**config.mk**
```make
export PLATFORM = sky130hd
export DESIGN_NAME = nvsc_ctrl
export DESIGN_NICKNAME = d
export VERILOG_FILES = /design/src/nvsc_pkg.sv /design/src/nvsc_cyc_if.sv /design/src/nvsc_cycle.sv /design/src/nvsc_ctrl.sv
export SDC_FILE = /design/constraint.sdc
export NUM_CORES = 1
export LEC_CHECK = 0
export BUFFER_PORTS_ARGS = -buffer_cell sky130_fd_sc_hd__buf_2
export CAP_MARGIN = 10
export CORE_ASPECT_RATIO = 0.9
export CORE_MARGIN = 2
export CORE_UTILIZATION = 54
export CTS_CLUSTER_SIZE = 24
export DETAILED_ROUTE_END_ITERATION = 10
export GPL_ROUTABILITY_DRIVEN = 0
export GPL_TIMING_DRIVEN = 0
export PLACE_DENSITY = 0.78
export SYNTH_ARGS = -nofsm -noshare
export SYNTH_HDL_FRONTEND = slang
export SYNTH_SLANG_ARGS = --single-unit
```
**constraint.sdc**
```tcl
create_clock -name core_clk -period 2.3 [get_ports core_clk]
set_clock_uncertainty 0.15 [all_clocks]
set_input_delay 0.345 -clock core_clk [delete_from_list [all_inputs] [get_ports core_clk]]
set_output_delay 0.345 -clock core_clk [all_outputs]
set_load 0.05 [all_outputs]
```
**src/nvsc_pkg.sv**
```systemverilog
package nvsc_pkg;
   localparam int ADDR_W = 19;
   localparam int DATA_W = 16;
   localparam logic [15:0] SEQ_ADDR [0:4] = '{16'h4E38, 16'hB1C7, 16'h83E0,
      16'h7C1F, 16'h703F};
   localparam logic [15:0] TRIG_SAVE = 16'h8FC0;
   localparam logic [15:0] TRIG_RESTORE = 16'h4C63;
   localparam logic [15:0] TRIG_AUTO_OFF = 16'h8B45;
   localparam logic [15:0] TRIG_AUTO_ON = 16'h4B46;
   localparam int CLK_MHZ = 40;
   // Bus phase lengths in cycles, some set in ns and rounded up
   localparam int SETUP_CYC = 1;
   localparam int ACCESS_NS = 100;
   localparam int ACCESS_CYC = (ACCESS_NS * CLK_MHZ + 999) / 1000;
   localparam int STORE_DELAY_NS = 1000;
   localparam int STORE_DELAY_CYC = (STORE_DELAY_NS * CLK_MHZ + 999) / 1000;
   localparam int SEQ_LEN = 6;
   // Pin synchroniser latency, waited out after a sequence
   localparam int SETTLE_CYC = 4;
   typedef enum logic [2:0] {
      NVSC_CMD_READ = 3'h0,
      NVSC_CMD_WRITE = 3'h1,
      NVSC_CMD_SAVE = 3'h2,
      NVSC_CMD_RESTORE = 3'h3,
      NVSC_CMD_AUTO_OFF = 3'h4,
      NVSC_CMD_AUTO_ON = 3'h5,
      NVSC_CMD_PIN_SAVE = 3'h6
   } nvsc_cmd_t;
endpackage

```
**src/nvsc_cyc_if.sv**
```systemverilog
`timescale 1ns/1ps
interface nvsc_cyc_if;
   import nvsc_pkg::*;
   logic start;
   logic write;
   logic [ADDR_W-1:0] addr;
   logic [DATA_W-1:0] wdata;
   logic [1:0] lanes;
   logic done;
   logic [DATA_W-1:0] rdata;
   modport ctrl (output start, write, addr, wdata, lanes,
      input done, rdata);
   modport cyc (input start, write, addr, wdata, lanes,
      output done, rdata);
endinterface

```
**src/nvsc_cycle.sv**
```systemverilog
`timescale 1ns/1ps
module nvsc_cycle
   import nvsc_pkg::*;
(
   // Clock and reset
   input wire logic core_clk,
   input wire logic rst_n,
   // Sequencer side
   nvsc_cyc_if.cyc c,
   // Memory pins
   output logic [ADDR_W-1:0] mem_addr,
   output logic chip_sel_n,
   output logic out_en_n,
   output logic write_n,
   output logic upper_byte_lane_n,
   output logic lower_byte_lane_n,
   input wire logic [DATA_W-1:0] dq_in,
   output logic [DATA_W-1:0] dq_out,
   output logic dq_oe_n
);
   typedef enum logic [1:0] {
      NVSC_CY_IDLE = 2'b00,
      NVSC_CY_SETUP = 2'b01,
      NVSC_CY_ACT = 2'b10,
      NVSC_CY_HOLD = 2'b11
   } nvsc_cy_t;
   nvsc_cy_t state_reg;
   logic [7:0] cnt_reg;
   logic wr_reg;
   logic [DATA_W-1:0] rdata_reg;

   always_ff @(posedge core_clk) begin
      if (!rst_n) begin
         state_reg <= NVSC_CY_IDLE;
         cnt_reg <= 8'h00;
         wr_reg <= 1'b0;
      end else begin
         case (state_reg)
            NVSC_CY_IDLE: begin
               if (c.start) begin
                  wr_reg <= c.write;
                  cnt_reg <= 8'(SETUP_CYC);
                  state_reg <= NVSC_CY_SETUP;
               end
            end
            NVSC_CY_SETUP: begin
               if (cnt_reg <= 8'h01) begin
                  cnt_reg <= 8'(ACCESS_CYC);
                  state_reg <= NVSC_CY_ACT;
               end else begin
                  cnt_reg <= cnt_reg - 8'h01;
               end
            end
            NVSC_CY_ACT: begin
               if (cnt_reg <= 8'h01) begin
                  state_reg <= NVSC_CY_HOLD;
               end else begin
                  cnt_reg <= cnt_reg - 8'h01;
               end
            end
            NVSC_CY_HOLD: state_reg <= NVSC_CY_IDLE;
            default: state_reg <= NVSC_CY_IDLE;
         endcase
      end
   end

   // Address, lanes and data held from setup until strobes rise
   always_ff @(posedge core_clk) begin
      if (!rst_n) begin
         mem_addr <= '0;
         dq_out <= '0;
         upper_byte_lane_n <= 1'b1;
         lower_byte_lane_n <= 1'b1;
      end else if (state_reg == NVSC_CY_IDLE && c.start) begin
         mem_addr <= c.addr;
         dq_out <= c.wdata;
         upper_byte_lane_n <= ~c.lanes[1];
         lower_byte_lane_n <= ~c.lanes[0];
      end
   end

   // Strobes go active only after address is stable
   always_ff @(posedge core_clk) begin
      if (!rst_n) begin
         chip_sel_n <= 1'b1;
         out_en_n <= 1'b1;
         write_n <= 1'b1;
         dq_oe_n <= 1'b1;
      end else begin
         chip_sel_n <= !(state_reg == NVSC_CY_SETUP && cnt_reg <= 8'h01
            || state_reg == NVSC_CY_ACT && cnt_reg > 8'h01);
         out_en_n <= !(!wr_reg && (state_reg == NVSC_CY_SETUP
            && cnt_reg <= 8'h01 || state_reg == NVSC_CY_ACT
            && cnt_reg > 8'h01));
         write_n <= !(wr_reg && (state_reg == NVSC_CY_SETUP
            && cnt_reg <= 8'h01 || state_reg == NVSC_CY_ACT
            && cnt_reg > 8'h01));
         dq_oe_n <= !(wr_reg && state_reg != NVSC_CY_IDLE
            && !(state_reg == NVSC_CY_HOLD));
      end
   end

   // Sample at end of access, before select rises
   always_ff @(posedge core_clk) begin
      if (!rst_n) begin
         rdata_reg <= '0;
      end else if (state_reg == NVSC_CY_ACT && cnt_reg <= 8'h01
         && !wr_reg) begin
         rdata_reg <= dq_in;
      end
   end

   assign c.rdata = rdata_reg;
   assign c.done = (state_reg == NVSC_CY_HOLD);
endmodule

```
**src/nvsc_ctrl.sv**
```systemverilog
`timescale 1ns/1ps
module nvsc_ctrl
   import nvsc_pkg::*;
#(
   parameter int STORE_DELAY = STORE_DELAY_CYC
)
(
   // Clock and reset
   input wire logic core_clk,
   input wire logic rst_n,
   // User command port
   input wire logic cmd_valid,
   input wire nvsc_cmd_t cmd_op,
   input wire logic [ADDR_W-1:0] cmd_addr,
   input wire logic [DATA_W-1:0] cmd_wdata,
   input wire logic [1:0] cmd_lanes,
   output logic cmd_ready,
   output logic rsp_valid,
   output logic [DATA_W-1:0] rsp_rdata,
   output logic nv_busy,
   // Memory pins
   output logic [ADDR_W-1:0] mem_addr,
   output logic chip_sel_n,
   output logic out_en_n,
   output logic write_n,
   output logic upper_byte_lane_n,
   output logic lower_byte_lane_n,
   input wire logic [DATA_W-1:0] dq_in,
   output logic [DATA_W-1:0] dq_out,
   output logic dq_oe_n,
   // Open-drain store busy pin
   input wire logic store_busy_n_in,
   output logic store_busy_n_out,
   output logic store_busy_n_oe_n
);
   typedef enum logic [2:0] {
      NVSC_IDLE = 3'b000,
      NVSC_RUN = 3'b001,
      NVSC_WAIT = 3'b010,
      NVSC_PIN = 3'b011,
      NVSC_PINREL = 3'b100,
      NVSC_SETTLE = 3'b101
   } nvsc_st_t;

   nvsc_cyc_if cy ();
   nvsc_st_t state_reg;
   nvsc_cmd_t op_reg;
   logic [ADDR_W-1:0] addr_reg;
   logic [DATA_W-1:0] wdata_reg;
   logic [1:0] lanes_reg;
   logic [2:0] step_reg;
   logic [15:0] dly_reg;
   logic [2:0] hsb_sync_reg;
   logic hsb_reg;
   logic launch;
   // Command accepted this cycle
   logic take;
   logic plain_op;
   logic cyc_last;

   // Three-stage pin synchroniser, change accepted when the last two stages agree
   always_ff @(posedge core_clk) begin
      if (!rst_n) begin
         hsb_sync_reg <= 3'b111;
         hsb_reg <= 1'b1;
      end else begin
         hsb_sync_reg <= {hsb_sync_reg[1:0], store_busy_n_in};
         if (hsb_sync_reg[2] == hsb_sync_reg[1]) begin
            hsb_reg <= hsb_sync_reg[1];
         end
      end
   end

   // Low busy pin means save, restore or brownout in progress
   assign cmd_ready = state_reg == NVSC_IDLE && hsb_reg;
   assign nv_busy = !hsb_reg;
   assign store_busy_n_out = 1'b0;
   assign store_busy_n_oe_n = !(state_reg == NVSC_PIN);
   assign take = cmd_valid && cmd_ready;
   // Plain accesses end after one bus cycle, sequences after six
   assign plain_op = op_reg == NVSC_CMD_READ || op_reg == NVSC_CMD_WRITE;
   assign cyc_last = state_reg == NVSC_WAIT && cy.done
      && (plain_op || step_reg == 3'(SEQ_LEN - 1));

   // Which address the current step issues
   always_comb begin
      launch = 1'b0;
      cy.write = 1'b0;
      cy.addr = addr_reg;
      if (state_reg == NVSC_RUN) begin
         launch = 1'b1;
         cy.write = (op_reg == NVSC_CMD_WRITE);
         if (op_reg != NVSC_CMD_READ && op_reg != NVSC_CMD_WRITE) begin
            // Sequences sit in bits 15:0, bits 1:0 and 15 unused
            if (step_reg < 3'(SEQ_LEN - 1)) begin
               cy.addr = ADDR_W'(SEQ_ADDR[step_reg]);
            end else begin
               case (op_reg)
                  NVSC_CMD_SAVE: cy.addr = ADDR_W'(TRIG_SAVE);
                  NVSC_CMD_RESTORE: cy.addr = ADDR_W'(TRIG_RESTORE);
                  NVSC_CMD_AUTO_OFF: cy.addr = ADDR_W'(TRIG_AUTO_OFF);
                  NVSC_CMD_AUTO_ON: cy.addr = ADDR_W'(TRIG_AUTO_ON);
                  default: cy.addr = addr_reg;
               endcase
            end
         end
      end
   end
   assign cy.start = launch;
   assign cy.wdata = wdata_reg;
   assign cy.lanes = (op_reg == NVSC_CMD_READ || op_reg == NVSC_CMD_WRITE)
      ? lanes_reg : 2'b11;

   // Operands captured once per accepted command
   always_ff @(posedge core_clk) begin
      if (!rst_n) begin
         op_reg <= NVSC_CMD_READ;
         addr_reg <= '0;
         wdata_reg <= '0;
         lanes_reg <= 2'b00;
      end else if (take) begin
         op_reg <= cmd_op;
         addr_reg <= cmd_addr;
         wdata_reg <= cmd_wdata;
         lanes_reg <= cmd_lanes;
      end
   end

   // Sequence step, restarted by every command
   always_ff @(posedge core_clk) begin
      if (!rst_n) begin
         step_reg <= 3'h0;
      end else if (take) begin
         step_reg <= 3'h0;
      end else if (state_reg == NVSC_WAIT && cy.done && !cyc_last) begin
         step_reg <= step_reg + 3'h1;
      end
   end

   // One down-counter times both the pin hold and the settle wait
   always_ff @(posedge core_clk) begin
      if (!rst_n) begin
         dly_reg <= 16'h0000;
      end else if (take) begin
         dly_reg <= 16'(STORE_DELAY);
      end else if (cyc_last) begin
         dly_reg <= 16'(SETTLE_CYC);
      end else if (dly_reg > 16'h0001) begin
         dly_reg <= dly_reg - 16'h0001;
      end
   end

   // Main command sequencer
   always_ff @(posedge core_clk) begin
      if (!rst_n) begin
         state_reg <= NVSC_IDLE;
      end else begin
         case (state_reg)
            NVSC_IDLE: begin
               if (take) begin
                  state_reg <= (cmd_op == NVSC_CMD_PIN_SAVE)
                     ? NVSC_PIN : NVSC_RUN;
               end
            end
            NVSC_RUN: state_reg <= NVSC_WAIT;
            NVSC_WAIT: begin
               if (cyc_last && plain_op) begin
                  state_reg <= NVSC_IDLE;
               end else if (cyc_last) begin
                  // Busy pin shows only after the synchroniser delay
                  state_reg <= NVSC_SETTLE;
               end else if (cy.done) begin
                  // Six back-to-back reads, nothing interleaved
                  state_reg <= NVSC_RUN;
               end
            end
            // Hold pin low past the request delay, then release
            NVSC_PIN: begin
               if (dly_reg <= 16'h0001) begin
                  state_reg <= NVSC_PINREL;
               end
            end
            NVSC_PINREL: state_reg <= NVSC_IDLE;
            // Refuse commands until a started save shows on the pin
            NVSC_SETTLE: begin
               if (dly_reg <= 16'h0001) begin
                  state_reg <= NVSC_IDLE;
               end
            end
            default: state_reg <= NVSC_IDLE;
         endcase
      end
   end

   // Read data kept until the next bus cycle ends
   always_ff @(posedge core_clk) begin
      if (!rst_n) begin
         rsp_valid <= 1'b0;
         rsp_rdata <= '0;
      end else begin
         rsp_valid <= cyc_last || state_reg == NVSC_PINREL;
         if (state_reg == NVSC_WAIT && cy.done) begin
            rsp_rdata <= cy.rdata;
         end
      end
   end

   nvsc_cycle u_cycle (
      .core_clk(core_clk),
      .rst_n(rst_n),
      .c(cy.cyc),
      .mem_addr(mem_addr),
      .chip_sel_n(chip_sel_n),
      .out_en_n(out_en_n),
      .write_n(write_n),
      .upper_byte_lane_n(upper_byte_lane_n),
      .lower_byte_lane_n(lower_byte_lane_n),
      .dq_in(dq_in),
      .dq_out(dq_out),
      .dq_oe_n(dq_oe_n)
   );
endmodule

```
# Yosys cells after proc, flatten, opt, wreduce, memory -nomap -nowiden
# Memory sizes are Yosys's and may differ from the RTL's.
# Cells that the tools add are included.
# Widths: inputs -> output; s select.
# totals
wordCells	135
ff_bits	151
mem_count	1
inputBits	60
rom_bits	128
# mem_list
name	depth	width	rd	rd_clocked_by_memory_dff	wr	line_no	rtl
(name not given)	8	16	1	0	0	nvsc_ctrl.sv:96	cy.addr = ADDR_W'(SEQ_ADDR[step_reg]);
# op_classes
bitwise	4
reduce_logical	43
magnitude_cmp	6
addsub	3
eq_ne	25
n_mux	28
# op_table
op	count
$pmux 19 s4	1
$mux 19	3
$mux 16	2
$mux 8	3
$pmux 8 s3	1
$eq 3x3->1 const B	6
$mux 3	6
$mux 6	3
$gt 16x1->1 const B	1
$le 16x1->1 const B	1
$logic_and 1x1->1	16
$sub 16x1->16 const B	1
$pmux 3 s5	1
$eq 3x2->1 const B	4
$mux 2	5
$logic_not 1->1	9
$reduce_bool 3->1	3
$gt 8x1->1 const B	1
$le 8x1->1 const B	1
$ne 2x2->1 const B	4
$pmux 2 s4	1
$sub 8x1->8 const B	1
$eq 3x1->1 const B	2
$logic_not 3->1	2
20 further kinds	31

# Logic depth before layout (Yosys ltp)
# logic_depth
word_depth	7
mapped_depth	9
mapped_depth_nobuf	7

# Modules after synthesis
# A second synthesis with hierarchy kept.
# hier_totals
cells_unflattened	786
hier_area_um2	6369.9
# modules_own_cells
mod	n_inst	cells_per_inst	seq_area_each_um2	area_each_um2
nvsc_ctrl	1	481	1661.6	3711.1
nvsc_cycle	1	305	1361.3	2658.8

# Worst setup path after synthesis
# Ideal clock, no wire load.
# synth_path
path_kind	reg2reg
startpoint	register hsb_reg
endpoint	register dly_reg[0]
t_arrival_ps	3068
setup_ps	117
slack_ps	-1035
stages_incl_launch_ff	7
period_less_slack_ps	3335
required_ps	2033
cell_sequence	dfxtp_1 > inv_2 > nor4_1 > nand2_1 > nand3_1 > buf_2 > nor2_1
# synth_between
elab_chain_len	3
# synth_rtl
item	line_no	rtl
start, declared	nvsc_ctrl.sv:54	logic hsb_reg;
start signal, assigned	nvsc_ctrl.sv:69	hsb_reg <= hsb_sync_reg[1];
$logic_and 1x1->1	nvsc_ctrl.sv:75	assign cmd_ready = state_reg == NVSC_IDLE && hsb_reg;
via cmd_ready	nvsc_ctrl.sv:17	output logic cmd_ready,
$logic_and 1x1->1	nvsc_ctrl.sv:79	assign take = cmd_valid && cmd_ready;
$reduce_or 3->1 (no source line)	--	
end signal, assigned	nvsc_ctrl.sv:145	dly_reg <= 16'(STORE_DELAY);
end signal, assigned	nvsc_ctrl.sv:147	dly_reg <= 16'(SETTLE_CYC);
end signal, assigned	nvsc_ctrl.sv:149	dly_reg <= dly_reg - 16'h0001;
end, declared	nvsc_ctrl.sv:52	logic [15:0] dly_reg;
# The timed path passes the listed nets, and every way through them passes these cells.
# A chain may end at the register's enable or synchronous reset.

# Worst setup path after layout
# layout_path
startpoint	register state_reg[0]
endpoint	register u_cycle.mem_addr[3]
# layout_between
elab_chain_len	3
elab_cells_between_ends	4
classes_between	eq/ne (1); mux (2); reduce/logical (1)
# layout_rtl
item	line_no	rtl
start, declared	nvsc_ctrl.sv:46	nvsc_st_t state_reg;
start signal, assigned	nvsc_ctrl.sv:161	state_reg <= (cmd_op == NVSC_CMD_PIN_SAVE)
$eq 3x1->1 *	nvsc_ctrl.sv:90	if (state_reg == NVSC_RUN) begin
$mux 1	nvsc_ctrl.sv:90	
$logic_and 1x1->1	nvsc_cycle.sv:74	end else if (state_reg == NVSC_CY_IDLE && c.start) begin
end signal, assigned	nvsc_cycle.sv:75	mem_addr <= c.addr;
end, declared	nvsc_cycle.sv:11	output logic [ADDR_W-1:0] mem_addr,
# Mark *: on every way between the ends. The rest lies on a longest branch, timed or not.

==> metrics <==
I/O Buffers=120; Reg2Reg Launch Point=state_reg[0]; final net count=1005; area leader, netlist=dfxtp_1; top_reg_cell synth=dfxtp_1; vias in the first global route=5364; die height=106 µm; Final Hold Viols=0; worst-margin pin slew=0.719 ns; # rows=37; Register Area=3020 µm²; Worst Setup End Kind=flip-flop; r2r endpoint=u_cycle.mem_addr[3]; Cells after Synth=769; via density per instance=5.41; Die X=117 µm; CP Launch Type=flip-flop; VDD IR max=0.774 mV; WL/cell=14.8 µm; Setup WS post-layout=0.0375 ns; DR vias=5974; Die ar.=12400 µm²; Worst-path clk slew=0.06 ns; final non-filler cell total=1104; class of the worst hold path=input pin to flip-flop; met3 wire len=1370 µm; Max-Cap Viols=0; Synth async-reset ratio=0%; pwr dens=1180 nW/µm²; htree depth=4; share of cells above drive strength 1=21.3%; Layout area overhead=26.6%; Mapped Nets=840; R2R cell count=7; Initial Util=55.0%; hold depth=3; CTS Sinks=151; root buffer cell=clkbuf_16; DR DRC count=0; HPWL Detailed=10900 µm; minimum clock period=2.26 ns; first-pass GRT wire length=26200 µm; top routing layer in use=met4; initial antenna violation count=1; sequential area share after synthesis=48.5%; GR Overflow Total=0; CTS Buf Count=17; Worst EP required=2.44 ns; Total Power=9.36 mW; Slew Limit Fails=0; hold endpoint=cy.wdata[4]; GRT Util Overall=27.2%; RSZ-0062 raised after global routing=false; top cells by area, synth=dfxtp_1 48%, nand2_1 13%, a21oi_1 9.5%; I/O pins=122; Placed Cells=1045; worst-case clock buffer depth=2; data arrival time of the critical path=2.40 ns; P_leak=3.24 nW; Syn Area/Cell=8.11 µm²; Post-synth top cells=213 x nand2_1, 151 x dfxtp_1, 119 x a21oi_1, 46 x nor2_1, 26 x clkbuf_1; Fillers=923; Cell variety after synth=67; Setup WS pre-CTS=-0.0995 ns; Tcrit/Tclk final=98.4%; Final ANT Viol Nets=0; Slew HR=51.9%; hold_sp=cmd_wdata[4]; largest net degree at the start of global routing=17; CORE AREA=11300 µm²; DR iter-0 viols=577; final wirelength=16300 µm; cell with the most instances after synthesis=nand2_1; register bit count reported by yosys=151; TritonRoute pass-1 iters=6; Synthesis Warnings=0; Yosys top cell area share=48.5%; worst skew pair latency=0.43 ns; Final setup viols=0; maximum fanout along the worst path=10; Setup CP Type=flip-flop to flip-flop; number of synthesized flops with an enable pin=0; multi-input logic area=2970 µm²; synthesized area=6240 µm²; Achievable Freq=442 MHz; CTS tree=done; Worst Setup SP=state_reg[0]; outcome=completed; routed wl met2=7160 µm; Worst R2R Setup Slack=0.04 ns; routed length on met1=7430 µm
## worst max path at each step
stage | end | cells after the start
2_1_floorplan | dly_reg[0] | 6
3_3_place_gp | dly_reg[6] | 7
3_5_place_dp | dly_reg[10] | 7
4_1_cts | dly_reg[10] | 7
5_1_grt | u_cycle.mem_addr[3] | 7
6_report | u_cycle.mem_addr[3] | 7
## per-stage QoR
stage | utilization, % | hold slack, ns | TNS, ns | area (µm²)
after floorplan | - | 0.236 | 0 | 6250
after global placement | 62.2 | 0.246 | -0.956 | 7050
after detailed placement | 62.2 | 0.256 | -0.873 | 7050
after CTS | 69.5 | 0.000530 | 0 | 7880
after global routing | 69.7 | 0.00331 | 0 | 7900
final | 69.7 | 0.00962 | 0 | 7900
## kinds of logic after synthesis
group	Yosys count	synth area share (%)
flip-flops	151	48.5
buffers and inverters	62	4.33
other	1	0.0601
multiplexers	4	0.682
AND/OR/NAND/NOR	337	25.0
XOR/XNOR	18	2.53
adder cells (fa/ha/maj)	13	2.53
AO/OA/AOI/OAI	183	16.4
## critical path, cell delays in order, from the launching register on
cell	delay (ns)
dfxtp_1	0.38
buf_2	0.25
or3b_4	0.47
nor2_4	0.19
o21ai_1	0.21
buf_2	0.27
nand2_1	0.12
a21oi_1	0.09
## area by class of cell
class | instances | area share (%)
clock buffer | 18 | 5.56
sequential | 151 | 38.3
antenna | 1 | 0.0317
tap | 156 | 2.47
inverter | 15 | 0.713
timing repair buffer | 146 | 10.8
multi-input combinational | 556 | 37.6
clock inverter | 14 | 1.85
buffer | 47 | 2.72
## routing by layer
metal,vias up,track usage (%)
li1,2936,-
met1,2749,38.6
met2,256,39.2
met3,33,7.81
met4,0,10.0
met5,-,0
## timing repair
action,4_1_cts,5_1_grt
hold buffers,24,0
pin swaps,0,1
setup buffers,0,2
setup endpoints to repair,10,11
hold endpoints to repair,24,0
resized for setup,1,2
gates cloned,0,0
## report_power, final
part	leakage, nW	total (mW)	switching [mW]	internal [mW]
logic	1.73	3.27	2.02	1.26
clock network	0.289	2.76	1.13	1.63
registers	1.23	3.33	0.330	3.00
total	3.24	9.36	3.48	5.88
## layout by cell type, fill, tap and decap left out, drive strengths merged, types with 7 or more instances in the layout
cell type,synthesis,routed
a21oi,121,121
buf,21,143
clkbuf,26,44
dfxtp,151,151
dlygate4sd3,0,24
ha,11,11
inv,15,19
nand2,213,213
nand2b,7,7
nand3,10,10
nor2,49,49
nor3,12,12
nor4,9,9
o21ai,31,31
xor2,13,13
Power figures use the tool's default switching activity.
